--- src/cmd_pkg.sv ---
/*
 * constants for the command and register-pointer block of one serial
 * channel. assumes a classic wishbone slave with 32-bit data, byte 0 for commands, bits 9:0 for mask and status.
 */
// Overview of operation
// - crc field 00 idle, 01 resets rx crc checker, 10 resets tx crc generator
// - crc field 11 clears the transmit underrun and end-of-message latch
// - command 100 sets rxNextArmed, held until the next command write
// - command 101 clears the pending transmit interrupt
// - pointer picks registers 0-7, or 8-15 when written with point-high
package cmd_pkg;
    localparam logic [3:0] ADDR_CMD = 4'h0;
    localparam logic [3:0] ADDR_PTR = 4'h4;
    localparam logic [3:0] ADDR_STAT = 4'h8;
    localparam logic [3:0] ADDR_MASK = 4'hC;
    localparam int CRC_MSB = 7;
    localparam int CRC_LSB = 6;
    localparam int CMD_MSB = 5;
    localparam int CMD_LSB = 3;
    localparam int PTR_MSB = 2;
    localparam logic [1:0] CRC_NONE = 2'h0;
    localparam logic [1:0] CRC_RX = 2'h1;
    localparam logic [1:0] CRC_TX = 2'h2;
    localparam logic [1:0] CRC_EOM = 2'h3;
    localparam logic [2:0] CMD_NULL = 3'h0;
    localparam logic [2:0] CMD_HIGH = 3'h1;
    localparam logic [2:0] CMD_EXT = 3'h2;
    localparam logic [2:0] CMD_ABORT = 3'h3;
    localparam logic [2:0] CMD_RXNEXT = 3'h4;
    localparam logic [2:0] CMD_TXINT = 3'h5;
    localparam logic [2:0] CMD_ERR = 3'h6;
    localparam logic [2:0] CMD_IUS = 3'h7;
    localparam int NSTROBE = 10;
    localparam logic [3:0] PTR_RESET = 4'h0;
    localparam logic [9:0] MASK_RESET = 10'h000;
endpackage

--- src/cmd_decode.sv ---
/*
 * decodes one written command byte into a strobe vector (at most one crc and one command bit set) and pointer.
 * assumes the caller qualifies the result with its own write enable.
 */
`timescale 1ns/1ns
`default_nettype none
module cmd_decode
    import cmd_pkg::*;
(
    input wire logic [7:0] cmdByte,
    output logic [cmd_pkg::NSTROBE-1:0] strobes,
    output logic [3:0] pointer
);
    logic [1:0] crc;
    logic [2:0] cmd;
    always_comb begin
        crc = cmdByte[CRC_MSB:CRC_LSB];
        cmd = cmdByte[CMD_MSB:CMD_LSB];
        strobes = '0;
        // bit order: rxcrc txcrc eom ext abort rxnext txint err ius high
        strobes[0] = (crc == CRC_RX);
        strobes[1] = (crc == CRC_TX);
        strobes[2] = (crc == CRC_EOM);
        strobes[3] = (cmd == CMD_EXT);
        strobes[4] = (cmd == CMD_ABORT);
        strobes[5] = (cmd == CMD_RXNEXT);
        strobes[6] = (cmd == CMD_TXINT);
        strobes[7] = (cmd == CMD_ERR);
        strobes[8] = (cmd == CMD_IUS);
        strobes[9] = (cmd == CMD_HIGH);
        // point high lifts the same codes into the upper bank
        pointer = {cmd == CMD_HIGH, cmdByte[PTR_MSB:0]};
    end
endmodule
`default_nettype wire

--- src/serial_ctrl_command_register.sv ---
/*
 * command and register-pointer register with wishbone access, strobes to
 * the channel engines and a sticky event status with masked interrupt.
 * assumes engines consume one-cycle strobes on core_clk.
 */
`timescale 1ns/1ns
`default_nettype none
module serial_ctrl_command_register (
    input wire logic core_clk,
    input wire logic rst_n,
    input wire logic wb_cyc_i,
    input wire logic wb_stb_i,
    input wire logic wb_we_i,
    input wire logic [3:0] wb_adr_i,
    input wire logic [3:0] wb_sel_i,
    input wire logic [31:0] wb_dat_i,
    output logic [31:0] wb_dat_o,
    output logic wb_ack_o,
    output logic rxCrcReset,
    output logic txCrcReset,
    output logic eomLatchClear,
    output logic extStatusReset,
    output logic sendAbort,
    output logic errorReset,
    output logic iusReset,
    output logic txIntClear,
    output logic rxNextArmed,
    output logic [3:0] regPointer,
    output logic irq
);
    import cmd_pkg::*;
    ////////////////////////////////////////////////////////////////////////
    logic [NSTROBE-1:0] decStrobes;
    logic [3:0] decPointer;
    logic [NSTROBE-1:0] status_q;
    logic [NSTROBE-1:0] mask_q;
    logic rxArm_q;
    logic busReq;
    logic cmdWrite;
    cmd_decode u_dec (
        .cmdByte(wb_dat_i[7:0]),
        .strobes(decStrobes),
        .pointer(decPointer)
    );
    assign busReq = wb_cyc_i && wb_stb_i && !wb_ack_o;
    assign cmdWrite = busReq && wb_we_i && wb_sel_i[0]
        && wb_adr_i == ADDR_CMD;
    ////////////////////////////////////////////////////////////////////////
    // single wait state: ack one cycle after request, dropped next cycle
    always_ff @(posedge core_clk or negedge rst_n) begin
        if (!rst_n) begin
            wb_ack_o <= 1'b0;
            wb_dat_o <= 32'h0000_0000;
        end else begin
            wb_ack_o <= busReq;
            wb_dat_o <= 32'h0000_0000;
            if (busReq && !wb_we_i) begin
                unique case (wb_adr_i)
                    ADDR_PTR: wb_dat_o <= {28'h0, regPointer};
                    ADDR_STAT: wb_dat_o <= {22'h0, status_q};
                    ADDR_MASK: wb_dat_o <= {22'h0, mask_q};
                    default: wb_dat_o <= 32'h0000_0000;
                endcase
            end
        end
    end
    ////////////////////////////////////////////////////////////////////////
    // command strobes last one cycle; command register itself is write-only
    always_ff @(posedge core_clk or negedge rst_n) begin
        if (!rst_n) begin
            rxCrcReset <= 1'b0;
            txCrcReset <= 1'b0;
            eomLatchClear <= 1'b0;
            extStatusReset <= 1'b0;
            sendAbort <= 1'b0;
            txIntClear <= 1'b0;
            errorReset <= 1'b0;
            iusReset <= 1'b0;
        end else begin
            rxCrcReset <= cmdWrite && decStrobes[0];
            txCrcReset <= cmdWrite && decStrobes[1];
            eomLatchClear <= cmdWrite && decStrobes[2];
            extStatusReset <= cmdWrite && decStrobes[3];
            sendAbort <= cmdWrite && decStrobes[4];
            txIntClear <= cmdWrite && decStrobes[6];
            errorReset <= cmdWrite && decStrobes[7];
            iusReset <= cmdWrite && decStrobes[8];
        end
    end
    ////////////////////////////////////////////////////////////////////////
    // armed from the cycle after the command write until the next command write;
    // that later write clears it unless it is rxnext again, single-shot
    always_ff @(posedge core_clk or negedge rst_n) begin
        if (!rst_n) begin
            rxArm_q <= 1'b0;
            rxNextArmed <= 1'b0;
        end else begin
            if (cmdWrite) begin
                rxArm_q <= decStrobes[5];
            end
            rxNextArmed <= cmdWrite ? decStrobes[5] : rxArm_q;
        end
    end
    ////////////////////////////////////////////////////////////////////////
    always_ff @(posedge core_clk or negedge rst_n) begin
        if (!rst_n) begin
            regPointer <= PTR_RESET;
        end else if (cmdWrite) begin
            regPointer <= decPointer;
        end
    end
    ////////////////////////////////////////////////////////////////////////
    // sticky status: a read clears; events come only from command writes, so none arrives in a read cycle
    always_ff @(posedge core_clk or negedge rst_n) begin
        if (!rst_n) begin
            status_q <= '0;
            mask_q <= MASK_RESET;
            irq <= 1'b0;
        end else begin
            if (busReq && !wb_we_i && wb_adr_i == ADDR_STAT) begin
                status_q <= cmdWrite ? decStrobes : '0;
            end else if (cmdWrite) begin
                status_q <= status_q | decStrobes;
            end
            if (busReq && wb_we_i && wb_sel_i[0]
                    && wb_adr_i == ADDR_MASK) begin
                mask_q <= wb_dat_i[NSTROBE-1:0];
            end
            irq <= |(status_q & mask_q);
        end
    end
endmodule
`default_nettype wire

--- config.mk ---
export PLATFORM = sky130hd
export DESIGN_NAME = serial_ctrl_command_register
export DESIGN_NICKNAME = d
export VERILOG_FILES = /design/src/cmd_pkg.sv /design/src/cmd_decode.sv /design/src/serial_ctrl_command_register.sv
export SDC_FILE = /design/constraint.sdc
export NUM_CORES = 1
export LEC_CHECK = 0
export BUFFER_PORTS_ARGS = -buffer_cell sky130_fd_sc_hd__buf_2
export CAP_MARGIN = 20
export CORE_MARGIN = 8
export CORE_UTILIZATION = 30
export CTS_CLUSTER_DIAMETER = 30
export DETAILED_ROUTE_END_ITERATION = 6
export PLACE_DENSITY_LB_ADDON = 0.2
export SETUP_SLACK_MARGIN = 0.02
export SYNTH_ARGS = -nofsm -noshare
export SYNTH_HDL_FRONTEND = slang
export SYNTH_SLANG_ARGS = --single-unit
--- constraint.sdc ---
create_clock -name core_clk -period 4.5 [get_ports core_clk]
set_clock_uncertainty 0.2 [all_clocks]
set_input_delay 0.9 -clock core_clk [delete_from_list [all_inputs] [get_ports core_clk]]
set_output_delay 0.9 -clock core_clk [all_outputs]
set_load 0.005 [all_outputs]
==> key figures <==
Floorplan
  • Initial Utilization: 30.7%
  • Die Span Y: 99.2 um
  • Die X: 99.2 um
  • Rows: 30
  • Total Die Area: 9830 um2
  • Core area: 6760 um2
  • # IOs: 92

Layout
  • Nets: 247
  • Cell area after layout: 2340 um2
  • Antenna cells: 0
  • Most common cell after layout, fill and taps aside: dfrtp_1
  • Layout cells sized above 1: 36.3%
  • FILL cells: 701
  • Area grow syn2layout: 12.7%
  • Most frequent cells in the layout: 45 x dfrtp_1, 44 x buf_2, 22 x conb_1

Setup path
  • Worst-path cell chain: buf_2 > nor4_1 > and4_1 > mux2_2
  • CP Buf/Inv Count: 1
  • Maximum fanout along the worst path: 23
  • Crit end category: register
  • Critical path's top delay family: simple AND/OR/NAND/NOR gates
  • Worst r2r path cells: 3
  • WP depth: 4
  • Critical-path top delay cell: and4_1
  • R2r startpoint: wb_ack_o
  • CP Launch Type: primary input
  • CP Data Arrival Time: 2.51 ns
  • Critical Setup Path Class: in -> reg
  • Reg2reg end: regPointer[0]
  • R2r setup slk: 2.37 ns
  • Largest stage delay, worst path: 0.80 ns
  • Critical Path RT: 4.49 ns

Synth
  • Mapped Avg Cell Area: 13.2 um2
  • Syn Inst Count: 157
  • Sequential element share of the synthesized area: 54.3%
  • Post-synthesis cell area: 2070 um2
  • Synth Warn #: 0
  • Synth cell types: 28
  • Top cells by area, synth: dfrtp_1 54%, buf_4 9.0%, mux2_4 7.2%, a22oi_1 4.7%, mux2_2 3.8%
  • Seq cells post-synth: 45
  • Cell taking the most area after synthesis: dfrtp_1
  • Top-area cell type share of the netlist area: 54.3%

Placed design
  • DP Area: 2240 um2
  • # port buffers: 44
  • Post-DP HPWL: 3420 um
  • GP Congestion: 0.713

Routing
  • TritonRoute pass-1 iters: 4
  • DRC viols: 0
  • WL/cell: 16.7 um
  • Via/cell ratio: 4.65
  • DR vias: 1306
  • WL final: 4680 um
  • Final ANT Viol Nets: 0
  • Iteration-0 DRC Markers: 60

GRT
  • Initial antenna violation count: 0
  • Grt total ovfl: 0
  • First-pass GRT wire length: 7630 um
  • Vias in the first global route: 1443
  • GRT Util Overall: 9.83%
  • Pin count of the biggest net entering global routing: 46

Clocking
  • Clock slew at reported path FFs: 0.08 ns
  • Total CTS buffers: 5
  • Clock root cell: clkbuf_8
  • Skew-Pair Late Insertion Delay: 0.29 ns
  • Cts hold-fix bufs: 0
  • Sink Count: 45
  • CTS resizes: 0
  • Setup Buffers After CTS: 0
  • CTS tree: built
  • CTS HTree Levels: 2
  • Maximum clock path buffer count: 2

Job
  • Max_cap viols: 0

STA
  • Setup_tns: 0 ns
  • Slew @ Worst Pin: 0.861 ns
  • Final period util: 56.1%
  • Final Setup Violations: 0
  • Final count of hold timing violations: 0
  • Slew Limit Fails: 0
  • Peak Freq: 396 MHz
  • Minimum clock period: 2.52 ns
  • RSZ-0062 raised after global routing: false
  • Max-Slew Margin vs Limit: 42.6%

Power and ir drop
  • Static Leak: 1.23 nW
  • VDD IR max: 0.102 mV
  • Power Dens Cells: 308 nW/um2

Status
  • Status: finished clean

Min path
  • Hold Path Class: in -> async
[state kept, by name, indices dropped and copies added (netlist names)]
| signal | cells |
|---|---|
| wb_ack_o | 1 |
| regPointer | 4 |
| errorReset | 1 |
| sendAbort | 1 |
| eomLatchClear | 1 |
| iusReset | 1 |
| txCrcReset | 1 |
| wb_dat_o | 10 |
| mask_q | 10 |
| status_q | 10 |
| irq | 1 |
| rxCrcReset | 1 |
| rxArm_q | 1 |
| txIntClear | 1 |
| extStatusReset | 1 |
[worst max path at each step]
stage	from	to
global placement	wb_adr_i[1]	regPointer[1]
floorplan	wb_adr_i[3]	regPointer[3]
global route	wb_adr_i[1]	regPointer[0]
detailed placement	wb_adr_i[1]	regPointer[3]
CTS	wb_adr_i[1]	regPointer[0]
finish	wb_adr_i[1]	regPointer[0]
[cell families (layout without fill, tap and decap cells)]
| logic type | after synthesis | count (layout) | share of synthesized area, % |
|---|---|---|---|
| other | 1 | 22 | 0.181 |
| muxes | 19 | 19 | 12.1 |
| buffers and inverters | 31 | 54 | 11.6 |
| DFF | 45 | 45 | 54.3 |
| and+or+nand+nor | 35 | 35 | 11.3 |
| AOI/OAI and AO/OA | 26 | 26 | 10.5 |
[layer usage]
metal	up-vias	GRT usage, %	wire (um)
li1	616	-	-
met1	644	12.6	2230
met2	42	14.4	2100
met3	4	3.63	286
met4	0	4.19	63
met5	-	0	0
[final cells by class]
type / count / area, um2 / area share (%)
Sequential cell: 45 / 1130 / 48.2
Multi-Input combinational cell: 102 / 786 / 33.6
Timing Repair Buffer: 45 / 240 / 10.3
Tap cell: 80 / 100 / 4.28
Clock buffer: 5 / 68.8 / 2.94
Inverter: 3 / 11.3 / 0.482
Clock inverter: 1 / 5.00 / 0.214
[through the flow]
step	setup slack, ns	util (%)	cells	power [mW]	hold WS [ns]
CTS	1.96	34.3	280	0.727	0.316
detailed placement	1.67	33.2	274	0.496	0.288
floorplan	2.20	-	178	0.479	0.283
global placement	1.64	33.2	274	0.495	0.266
finish	1.98	34.6	281	0.719	0.264
global route	1.85	34.6	281	0.752	0.267
[cell usage after synthesis, drive strengths merged]
library cell and instances:
dfrtp 45, buf 28, mux2 19, a22oi 13, nor2 11, and3 8
a32o 6, a22o 5, and2 3, inv 3, nor2b 3, and4 2
and4bb 2, a221oi 1, and3b 1, conb 1, nand2 1, nand4 1
nor3 1, nor4 1, nor4b 1, o211ai 1
[report_power, final]
part	switching, mW	leakage [nW]	internal [mW]	total, mW
Sequential	0.0102	0.623	0.416	0.426
Combinational	0.0343	0.563	0.0291	0.0634
Clock	0.127	0.0399	0.102	0.229
Total	0.171	1.23	0.547	0.719
Note: power is estimated with default switching activity, not from simulation.
